===== src/timer_clk_ctrl_pkg.sv =====
package timer_clk_ctrl_pkg;

	// ----------------------------------------
	// Register offsets (byte addresses)
	// ----------------------------------------
	localparam logic [7:0] OFF_CONTROL_ONE   = 8'h00;
	localparam logic [7:0] OFF_ANALOG_CFG    = 8'h10;
	localparam logic [7:0] OFF_CLOCK_SELECT  = 8'h44;
	localparam logic [7:0] OFF_SWITCH_DONE   = 8'h48;
	localparam logic [7:0] OFF_COUNTER       = 8'h24;
	localparam logic [7:0] OFF_RELOAD        = 8'h2c;
	localparam logic [7:0] OFF_MODULE_ENABLE = 8'h6c;
	localparam logic [7:0] OFF_EVENT_STATUS  = 8'h10 + 8'h80;

	// ----------------------------------------
	// Reset values
	// ----------------------------------------
	localparam logic [31:0] RST_CONTROL_ONE  = 32'h0000_0000;
	localparam logic [31:0] RST_ANALOG_CFG   = 32'h0000_1850;
	localparam logic [31:0] RST_CLOCK_SELECT = 32'h0000_0000;
	localparam logic [31:0] RST_SWITCH_DONE  = 32'h0000_03ff;
	localparam logic [15:0] RST_RELOAD       = 16'hffff;

	// ----------------------------------------
	// Field positions
	// ----------------------------------------
	localparam int POS_FREQ_SEL   = 4;
	localparam int POS_EXT_PATH   = 2;
	localparam int POS_XTAL_PATH  = 0;
	localparam int POS_REMAP      = 11;
	localparam int POS_SAMPLE_DIV = 8;
	localparam int POS_PRELOAD    = 7;
	localparam int POS_ALIGN      = 5;
	localparam int POS_DIR        = 4;
	localparam int POS_CNT_EN     = 0;
	localparam int POS_UPD_FLAG   = 31;
	localparam int POS_TIM0_DONE  = 2;
	localparam int POS_ENCODER    = 1;

	// ----------------------------------------
	// Timing
	// ----------------------------------------
	localparam int          SWITCH_TIME_NS = 100;
	localparam int          CLK_PERIOD_NS  = 10;
	localparam logic [3:0]  SWITCH_CYCLES  = 4'((SWITCH_TIME_NS + CLK_PERIOD_NS - 1)
		/ CLK_PERIOD_NS);

	typedef enum logic [1:0] {KCLK_PLL, KCLK_LOW_SPEED_RC_OSC, KCLK_XTAL, KCLK_XTAL2} kernel_clk_t;
	typedef enum logic [1:0] {ALIGN_EDGE, ALIGN_C1, ALIGN_C2, ALIGN_C3} align_t;

	typedef struct packed {
		logic        update_flag_remap;
		logic [1:0]  sampling_clock_divide;
		logic        reload_preload_enable;
		align_t      center_align_select;
		logic        direction;
		logic        counter_enable;
	} control_t;

	typedef struct packed {
		logic        crystal_freq_select;
		logic [1:0]  external_clock_path_select;
		logic [1:0]  crystal_path_select;
		logic        xtal_osc_power;
	} crystal_t;

endpackage


===== src/timer_clock_select_control.sv =====
`timescale 1ns/100ps
// Summary of operation
// - Frequency select: 0=32k, 1=4/8M, reset 1
// - External path: off, channel A, channel B
// - External path selected forces crystal off
// - Crystal path: off, path A, path B
// - Crystal powered: external off, path nonzero
// - Kernel clock: PLL, low RC, crystal/external
// - Switch-done flag low during clock change
// - Remap copies update flag to counter bit31
// - Sample clock: divide 1, 2 or 4
// - Divider code 01 halves sample clock
// - Preload off immediate, on buffered reload
// - Edge mode follows direction bit
// - Center 1 flags compares while down
// - Center 2 flags compares while up
// - Center 3 flags compares both ways
// - Direction 0 up, 1 down
// - Direction read-only in center, encoder modes
module timer_clock_select_control
	import timer_clk_ctrl_pkg::*;
#(
	parameter int CNT_W = 16
)
(
	input  wire logic                        clk_i,
	input  wire logic                        rst_i,
	input  wire logic [7:0]                  adr_i,
	input  wire logic [31:0]                 dat_i,
	input  wire logic [3:0]                  sel_i,
	input  wire logic                        we_i,
	input  wire logic                        cyc_i,
	input  wire logic                        stb_i,
	output logic [31:0]                      dat_o,
	output logic                             ack_o,
	output logic                             err_o,
	output timer_clk_ctrl_pkg::control_t     control_o,
	output timer_clk_ctrl_pkg::crystal_t     crystal_o,
	output timer_clk_ctrl_pkg::kernel_clk_t  kernel_clk_o,
	output logic                             sample_tick_o,
	output logic                             compare_window_o,
	output logic                             update_event_o,
	output logic [CNT_W-1:0]                 counter_o
);
	import timer_clk_ctrl_pkg::*;

	// ----------------------------------------
	// Bus decode
	// ----------------------------------------
	logic        req;
	logic        known;
	logic        wr;
	logic [31:0] wmask;
	assign req   = cyc_i && stb_i && !ack_o && !err_o;
	assign known = adr_i == OFF_CONTROL_ONE || adr_i == OFF_ANALOG_CFG
		|| adr_i == OFF_CLOCK_SELECT || adr_i == OFF_SWITCH_DONE
		|| adr_i == OFF_COUNTER || adr_i == OFF_RELOAD
		|| adr_i == OFF_MODULE_ENABLE || adr_i == OFF_EVENT_STATUS;
	assign wr    = req && known && we_i;
	assign wmask = {{8{sel_i[3]}}, {8{sel_i[2]}}, {8{sel_i[1]}}, {8{sel_i[0]}}};

	function automatic logic [31:0] merge(input logic [31:0] old, input logic [31:0] nw,
		input logic [31:0] m);
		merge = (old & ~m) | (nw & m);
	endfunction

	// ----------------------------------------
	// Registers
	// ----------------------------------------
	logic [31:0]      ctrl_reg;
	logic [31:0]      ana_reg;
	logic [1:0]       clk_sel;
	logic             module_en;
	logic             encoder_mode;
	logic             update_flag;
	logic [CNT_W-1:0] reload_buf;
	logic [CNT_W-1:0] reload_act;
	logic [CNT_W-1:0] count;
	logic             hw_down;
	logic             upd;
	logic [3:0]       switch_cnt;
	logic [31:0]      ctrl_w;
	logic [31:0]      ana_w;
	logic             center;
	logic [31:0]      reload_buf_w;
	logic [31:0]      reload_act_w;
	logic [31:0]      count_w;

	assign center = ctrl_reg[POS_ALIGN +: 2] != 2'b00;
	assign ctrl_w = merge(ctrl_reg, dat_i, wmask);
	assign ana_w  = merge(ana_reg, dat_i, wmask);

	// ----------------------------------------
	// Byte-merged write values for counter-wide registers
	// ----------------------------------------
	assign reload_buf_w = merge(32'(reload_buf), dat_i, wmask);
	assign reload_act_w = merge(32'(reload_act), dat_i, wmask);
	assign count_w      = merge(32'(count), dat_i, wmask);

	always_ff @(posedge clk_i)
	begin
		if (rst_i)
			ctrl_reg <= RST_CONTROL_ONE;
		else if (wr && adr_i == OFF_CONTROL_ONE)
		begin
			// Bit 10 is reserved and stays zero
			ctrl_reg <= ctrl_w & 32'h0000_0bf1;
			if (center || encoder_mode)
				ctrl_reg[POS_DIR] <= hw_down;
			// Edge to center refused while counting
			if (ctrl_reg[POS_CNT_EN] && !center)
				ctrl_reg[POS_ALIGN +: 2] <= 2'b00;
		end
		else if (center || encoder_mode)
			ctrl_reg[POS_DIR] <= hw_down;
	end

	always_ff @(posedge clk_i)
	begin
		if (rst_i)
			ana_reg <= RST_ANALOG_CFG;
		else if (wr && adr_i == OFF_ANALOG_CFG)
			ana_reg <= {19'h0, ana_w[12:0]};
	end

	always_ff @(posedge clk_i)
	begin
		if (rst_i)
		begin
			clk_sel    <= RST_CLOCK_SELECT[1:0];
			switch_cnt <= 4'h0;
		end
		else if (wr && adr_i == OFF_CLOCK_SELECT && sel_i[0] && dat_i[1:0] != clk_sel)
		begin
			clk_sel    <= dat_i[1:0];
			switch_cnt <= SWITCH_CYCLES;
		end
		else if (switch_cnt != 4'h0)
			switch_cnt <= switch_cnt - 4'h1;
	end

	always_ff @(posedge clk_i)
	begin
		if (rst_i)
		begin
			module_en    <= 1'b0;
			encoder_mode <= 1'b0;
		end
		else if (wr && adr_i == OFF_MODULE_ENABLE && sel_i[0])
		begin
			module_en    <= dat_i[0];
			encoder_mode <= dat_i[POS_ENCODER];
		end
	end

	// ----------------------------------------
	// Reload path
	// ----------------------------------------
	always_ff @(posedge clk_i)
	begin
		if (rst_i)
		begin
			reload_buf <= RST_RELOAD[CNT_W-1:0];
			reload_act <= RST_RELOAD[CNT_W-1:0];
		end
		else
		begin
			if (wr && adr_i == OFF_RELOAD)
				reload_buf <= reload_buf_w[CNT_W-1:0];
			if (wr && adr_i == OFF_RELOAD && !ctrl_reg[POS_PRELOAD])
				reload_act <= reload_act_w[CNT_W-1:0];
			else if (upd && ctrl_reg[POS_PRELOAD])
				reload_act <= reload_buf;
		end
	end

	// ----------------------------------------
	// Counter
	// ----------------------------------------
	logic running;
	logic going_down;
	assign running    = ctrl_reg[POS_CNT_EN] && module_en;
	assign going_down = center ? hw_down : ctrl_reg[POS_DIR];

	always_ff @(posedge clk_i)
	begin
		if (rst_i)
		begin
			count   <= '0;
			hw_down <= 1'b0;
			upd     <= 1'b0;
		end
		else if (wr && adr_i == OFF_COUNTER)
		begin
			count <= count_w[CNT_W-1:0];
			upd   <= 1'b0;
		end
		else if (running)
		begin
			upd <= 1'b0;
			if (center)
			begin
				if (!hw_down && count + CNT_W'(1) >= reload_act)
				begin
					count   <= count + CNT_W'(1);
					hw_down <= 1'b1;
				end
				else if (hw_down && count <= CNT_W'(1))
				begin
					count   <= count - CNT_W'(1);
					hw_down <= 1'b0;
					upd     <= 1'b1;
				end
				else
					count <= hw_down ? count - CNT_W'(1) : count + CNT_W'(1);
			end
			else if (going_down)
			begin
				hw_down <= 1'b1;
				if (count == '0)
				begin
					count <= reload_act;
					upd   <= 1'b1;
				end
				else
					count <= count - CNT_W'(1);
			end
			else
			begin
				hw_down <= 1'b0;
				if (count >= reload_act)
				begin
					count <= '0;
					upd   <= 1'b1;
				end
				else
					count <= count + CNT_W'(1);
			end
		end
		else
			upd <= 1'b0;
	end

	// Update flag: set wins over software clear
	always_ff @(posedge clk_i)
	begin
		if (rst_i)
			update_flag <= 1'b0;
		else if (upd)
			update_flag <= 1'b1;
		else if (wr && adr_i == OFF_EVENT_STATUS && sel_i[0] && !dat_i[0])
			update_flag <= 1'b0;
	end

	// ----------------------------------------
	// Sampling clock divider
	// ----------------------------------------
	logic [1:0] div_cnt;
	logic [1:0] div_last;
	always_comb
	begin
		case (ctrl_reg[POS_SAMPLE_DIV +: 2])
			2'b00:   div_last = 2'd0;
			2'b01:   div_last = 2'd1;
			2'b10:   div_last = 2'd3;
			default: div_last = 2'd3;
		endcase
	end

	always_ff @(posedge clk_i)
	begin
		if (rst_i)
		begin
			div_cnt       <= 2'd0;
			sample_tick_o <= 1'b0;
		end
		else
		begin
			div_cnt       <= (div_cnt >= div_last) ? 2'd0 : div_cnt + 2'd1;
			sample_tick_o <= div_cnt >= div_last;
		end
	end

	// ----------------------------------------
	// Outputs
	// ----------------------------------------
	logic win;
	always_comb
	begin
		case (align_t'(ctrl_reg[POS_ALIGN +: 2]))
			ALIGN_EDGE: win = 1'b1;
			ALIGN_C1:   win = hw_down;
			ALIGN_C2:   win = !hw_down;
			ALIGN_C3:   win = 1'b1;
			default:    win = 1'b1;
		endcase
	end

	always_ff @(posedge clk_i)
	begin
		if (rst_i)
		begin
			control_o        <= '0;
			crystal_o        <= '0;
			kernel_clk_o     <= KCLK_PLL;
			compare_window_o <= 1'b0;
			update_event_o   <= 1'b0;
			counter_o        <= '0;
		end
		else
		begin
			control_o <= {ctrl_reg[POS_REMAP], ctrl_reg[POS_SAMPLE_DIV +: 2],
				ctrl_reg[POS_PRELOAD], align_t'(ctrl_reg[POS_ALIGN +: 2]),
				ctrl_reg[POS_DIR], ctrl_reg[POS_CNT_EN]};
			crystal_o.crystal_freq_select        <= ana_reg[POS_FREQ_SEL];
			crystal_o.external_clock_path_select <= ana_reg[POS_EXT_PATH +: 2];
			crystal_o.crystal_path_select        <= ana_reg[POS_XTAL_PATH +: 2];
			crystal_o.xtal_osc_power <= ana_reg[POS_EXT_PATH +: 2] == 2'b00
				&& ana_reg[POS_XTAL_PATH +: 2] != 2'b00;
			kernel_clk_o     <= clk_sel[1] ? KCLK_XTAL : kernel_clk_t'(clk_sel);
			compare_window_o <= win && running;
			update_event_o   <= upd;
			counter_o        <= count;
		end
	end

	// ----------------------------------------
	// Read mux and acknowledge
	// ----------------------------------------
	logic [31:0] rd;
	always_comb
	begin
		rd = 32'h0;
		case (adr_i)
			OFF_CONTROL_ONE:   rd = ctrl_reg;
			OFF_ANALOG_CFG:    rd = ana_reg;
			OFF_CLOCK_SELECT:  rd = {30'h0, clk_sel};
			OFF_SWITCH_DONE:
			begin
				rd = RST_SWITCH_DONE;
				rd[POS_TIM0_DONE] = switch_cnt == 4'h0;
			end
			OFF_COUNTER:
			begin
				rd = 32'(count);
				rd[POS_UPD_FLAG] = ctrl_reg[POS_REMAP] && update_flag;
			end
			OFF_RELOAD:        rd = 32'(ctrl_reg[POS_PRELOAD] ? reload_buf : reload_act);
			OFF_MODULE_ENABLE: rd = {30'h0, encoder_mode, module_en};
			OFF_EVENT_STATUS:  rd = {31'h0, update_flag};
			default:           rd = 32'h0;
		endcase
	end

	always_ff @(posedge clk_i)
	begin
		if (rst_i)
		begin
			ack_o <= 1'b0;
			err_o <= 1'b0;
			dat_o <= 32'h0;
		end
		else
		begin
			ack_o <= req && known;
			err_o <= req && !known;
			dat_o <= (req && known && !we_i) ? rd : 32'h0;
		end
	end

endmodule


===== config.mk =====
export PLATFORM = sky130hd
export DESIGN_NAME = timer_clock_select_control
export DESIGN_NICKNAME = d
export VERILOG_FILES = /design/src/timer_clk_ctrl_pkg.sv /design/src/timer_clock_select_control.sv
export SDC_FILE = /design/constraint.sdc
export NUM_CORES = 1
export LEC_CHECK = 0
export BUFFER_PORTS_ARGS = -buffer_cell sky130_fd_sc_hd__buf_2
export CORE_UTILIZATION = 54
export CTS_BUF_LIST = sky130_fd_sc_hd__clkbuf_8
export DETAILED_ROUTE_END_ITERATION = 16
export PLACE_DENSITY = 0.79
export SLEW_MARGIN = 10
export SYNTH_ARGS = -nofsm -noshare
export SYNTH_HDL_FRONTEND = slang
export SYNTH_SLANG_ARGS = --single-unit

===== constraint.sdc =====
create_clock -name clk_i -period 2.6 [get_ports clk_i]
set_clock_uncertainty 0.2 [all_clocks]
set_input_delay 0.13 -clock clk_i [delete_from_list [all_inputs] [get_ports clk_i]]
set_output_delay 0.13 -clock clk_i [all_outputs]
set_load 0.02 [all_outputs]

* Word level (Yosys, flattened, before mapping) *
Cells that the tools add are included.

storage, ports and cells
  flip-flop bits (word level) = 151
  input bits = 49

cells by class
  $add $sub $neg = 4
  $lt $le $gt $ge = 4
  equal/unequal tests = 13
  multiplexer cells = 35
  bitwise gates (word level) = 15
  reductions and logical operators = 65

operator list
  operator                                               number
  case mux 32 bit (8 select lines)                       1
  two-way mux 16 bit                                     12
  AND 16 bit                                             4
  OR 16 bit                                              3
  >= comparator 16 bit                                   2
  logical AND 1 bit                                      28
  equality test 8 x 7 -> 1 bit (second input constant)   3
  adder 16 x 1 -> 16 bit (second input constant)         1
  equality test 8 x 6 -> 1 bit (second input constant)   2
  <= comparator 16 x 1 -> 1 bit (second input constant)  1
  zero test 16 bit                                       1
  two-way mux 1 bit                                      16
  NOT 16 bit                                             1
  subtractor 16 x 1 -> 16 bit (second input constant)    1
  nonzero test 2 bit                                     7
  AND 13 bit                                             1
  OR 13 bit                                              1
  AND 12 bit                                             1
  OR 12 bit                                              1
  OR reduction 2 bit                                     5
  equality test 8 x 5 -> 1 bit (second input constant)   1
  equality test 8 bit (second input constant)            1
  zero test 1 bit                                        8
  zero test 8 bit                                        1
  other kinds (18)                                       33

* Longest topological paths before layout *
  depth after elaboration = 15
  depth in mapped cells = 12
  depth with buffers taken out = 12

* Worst setup path before layout *
Ideal clock, no wire load.

  path kind = reg-to-reg
  start point = register (tool-made name)
  end point = register hw_down
  setup time = 0.126 ns
  arrival time = 2.293 ns
  required time = 2.274 ns
  setup slack = -0.019 ns
  cell stages (with the launch flop) = 13
  path through = dfxtp_1 buf_6 nand4_4 or4_4 xor2_1 inv_1 ha_1 a21oi_1 nor2b_1 o21ai_0 o211ai_1 a21oi_1 o31ai_1

RTL lines
  item                  line                               RTL
  end signal, assigned  timer_clock_select_control.sv:190  hw_down <= 1'b0;
  end signal, assigned  timer_clock_select_control.sv:206  hw_down <= 1'b1;
  end signal, assigned  timer_clock_select_control.sv:211  hw_down <= 1'b0;
  end, declared         timer_clock_select_control.sv:79   logic hw_down;

==> key figures <==
Run status
  • Status: finished, violations left
  • Failing checks: design-rule violations, negative setup slack

Synth
  • Mapped Area: around 7700 sq um
  • Top-area cell type share of the netlist area: between 30 and 40%
  • Top cells by area, synth: dfxtp_1 36%, ha_1 6.7%, nand2_1 5.6%
  • Synth unique cells: between 70 and 80
  • Seq/Total Area, Yosys: 35.6%
  • Avg Cell Area, Syn: approximately 8.4 sq um
  • Most used flip-flop cell after synthesis: dfxtp_1
  • Post-synth EDFFs: 0
  • YS warnings: 0
  • Async S/R FF share, synth: 0%
  • Cell count after synthesis: 916
  • #FFs+latches synth: approximately 140
  • Post-synth top area cell: dfxtp_1

Setup path
  • Critical path arrival: approximately 2.8 ns
  • Crit start category: register
  • R2R depth: 12
  • CP max FO: 4
  • Crit path buf inv count: 1
  • CP dominant cell by count: a21o_1
  • Max incr delay on CP: approximately 0.36 ns
  • Critical path data required time: approximately 2.8 ns
  • CP max stage cell: dfxtp_2
  • Crit-path cells: nand4_1 > buf_4 > nor2_4 > and3_4 > xor2_2 > ha_1 > a21o_1 > a21o_1 > a21oi_2 > o211ai_1 > a21oi_1 > o31ai_1
  • WS Path Type: register to register
  • Setup slack, reg-to-reg: -0.08 ns
  • Critical path capture point type: register
  • Cell family with most CP delay: compound AO/OA/AOI/OAI gates
  • FF-to-FF End: hw_down

Job
  • Max Cap Viol: 0

Clock network
  • CTS sink count: between 100 and 150
  • Clock buffer depth: 2
  • CTS tree: done
  • CTS buffer count: 17
  • CTS H-Tree Depth: 4
  • Worst-Skew Late Latency: 0.46 ns
  • Reg clk slew, reported paths: ~0.08 ns
  • Root Buffer: clkbuf_8

Route
  • Via/cell ratio: 6.17
  • Initial drt markers: between 800 and 900
  • Routed wire length: 25.7 mm
  • Drt wl/cell: 20.0 um
  • DRC Markers: 1
  • Routed via count: between 7,000 and 8,000
  • DRT Pass-1 Iters: 14
  • Remaining antenna violation count: 0

Floorplanning
  • Chip width: roughly 120 um
  • Die Y-Extent: between 100 and 150 um
  • Rows: 43
  • Initial core utilization: a little under three fifths
  • Die ar.: roughly 15,000 sq um
  • Core area: approximately 14,000 sq um
  • Top Ports: approximately 120

STA
  • Final hold violation count: 0
  • Pins over their slew limit: 0
  • Final setup vio count: 1
  • Slew margin rel.: about a quarter
  • Achievable Freq: 373 MHz
  • Setup ws final: -0.0792 ns
  • RSZ-0062 raised after global routing: true
  • Tmin final: approximately 2.7 ns
  • Worst-Margin Slew: 1.14 ns
  • Final worst path period share: 103%

Placed design
  • GPL Wtd Cong: 0.984
  • Pre-CTS setup slack: -0.154 ns
  • Detailed-placement wirelength estimate: between 15 and 20 mm
  • Count of input and output buffers: between 80 and 90

Finish
  • Most frequent cells in the layout: 133 x dfxtp_1, 114 x nand2_1, 110 x buf_4
  • Area growth, synth to finish: 26.1%
  • Diodes inserted: 0
  • Fillcell total: approximately 1,100
  • Commonest non-fill, non-tap cell in the layout: dfxtp_1
  • Final net count: around 1,200
  • Layout cell share with drive strength beyond 1: a little over a quarter
  • Finished Core Util: roughly 70%

Global route
  • Total GRT Usage: about 36%
  • Number of global-route vias before repair: 7,589
  • First-pass GRT wire length: 39.5 mm
  • Initial antenna violation count: 1
  • Gr ovfl total: 0
  • Largest net degree at the start of global routing: 80

Min path
  • Worst Min Path Start: stb_i
  • Worst Hold Depth: 4
  • Worst Hold Endpoint: err_o
  • Hold Crit Class: input pin to register

Pwr
  • Leak: 4.48 nW
  • Power Density: ~420 nW/um^2
  • Worst VDD drop: 0.424 mV
layer usage:
layer	GRT usage [%]	part of all wire [%]	vias to the layer above	routed length, um
li1	-	-	3594	-
met1	43.5	39	3664	9980
met2	56.4	45	556	11600
met3	10.2	11	112	2910
met4	18.6	4.8	0	1220
met5	0	0	-	0
worst min-delay path, stage by stage:
cell      delay [ns]
buf_2           0.09
and4bb_2        0.27
nand2_1         0.12
nor2_1          0.04
synth_stat cells, types with 19 or more instances:
master    number
o21ai_0       29
xnor2_1       19
nand2_1      114
clkbuf_1      35
nor2_1        91
nor2b_1       29
buf_2         20
inv_1         31
a21oi_1       50
nand3_1       44
ha_1          41
dfxtp_1      136
mux2i_1       38
worst max-delay path by stage:
stage	to	slack [ns]	cells after the start	start
finish	hw_down	-0.08	12	register
global route	hw_down	-0.23	11	register
CTS	hw_down	-0.05	9	register
detailed placement	hw_down	-0.15	11	register
global placement	register	-0.10	9	register
floorplan	hw_down	0.01	12	register
logic make-up after synthesis:
kind of cell / count (synthesis) / synth area share [%]
AO/OA/AOI/OAI: 194 / 17.8
XOR/XNOR: 31 / 3.55
adder cells (fa/ha/maj): 41 / 6.70
buffers and inverters: 106 / 6.55
flip-flops: 136 / 35.6
multiplexers: 38 / 4.97
other: 1 / 0.0490
AND/OR/NAND/NOR: 369 / 24.8
metrics by stage:
step                cell area [sq um]  power, W  setup TNS [ns]  cells  hold WS (ns)
floorplan                        7710   0.00225               0    930        0.0542
global route                     9660   0.00415          -0.378   1284        0.0297
global placement                 8790   0.00231          -0.404   1226         0.199
finish                           9660   0.00404         -0.0792   1284        0.0351
detailed placement               8790   0.00231          -0.547   1226         0.202
CTS                              9510   0.00402         -0.0451   1286        0.0144
area by class of cell:
type,count,area (sq um),share of cell area (%)
clock buffer,18,248,2.57
clock inverter,14,140,1.45
inverter,31,116,1.21
multi-input combinational,688,4710,48.8
sequential,136,2730,28.2
tap,180,225,2.33
timing repair buffer,217,1490,15.4
where the power goes:
part	internal [W]	switching [W]
registers	0.00208	0.000000874
clock network	0.000803	0.000935
logic	0.0000699	0.000144
timing repair:
action / CTS / global route
gates cloned: 0 / 0
hold buffers: 21 / 0
setup endpoints to repair: 11 / 17
resized for setup: 17 / 32
hold endpoints to repair: 67 / 0
buffers inserted: 7 / 0
pin swaps: 8 / 17
(Power assumes the default switching activity.)
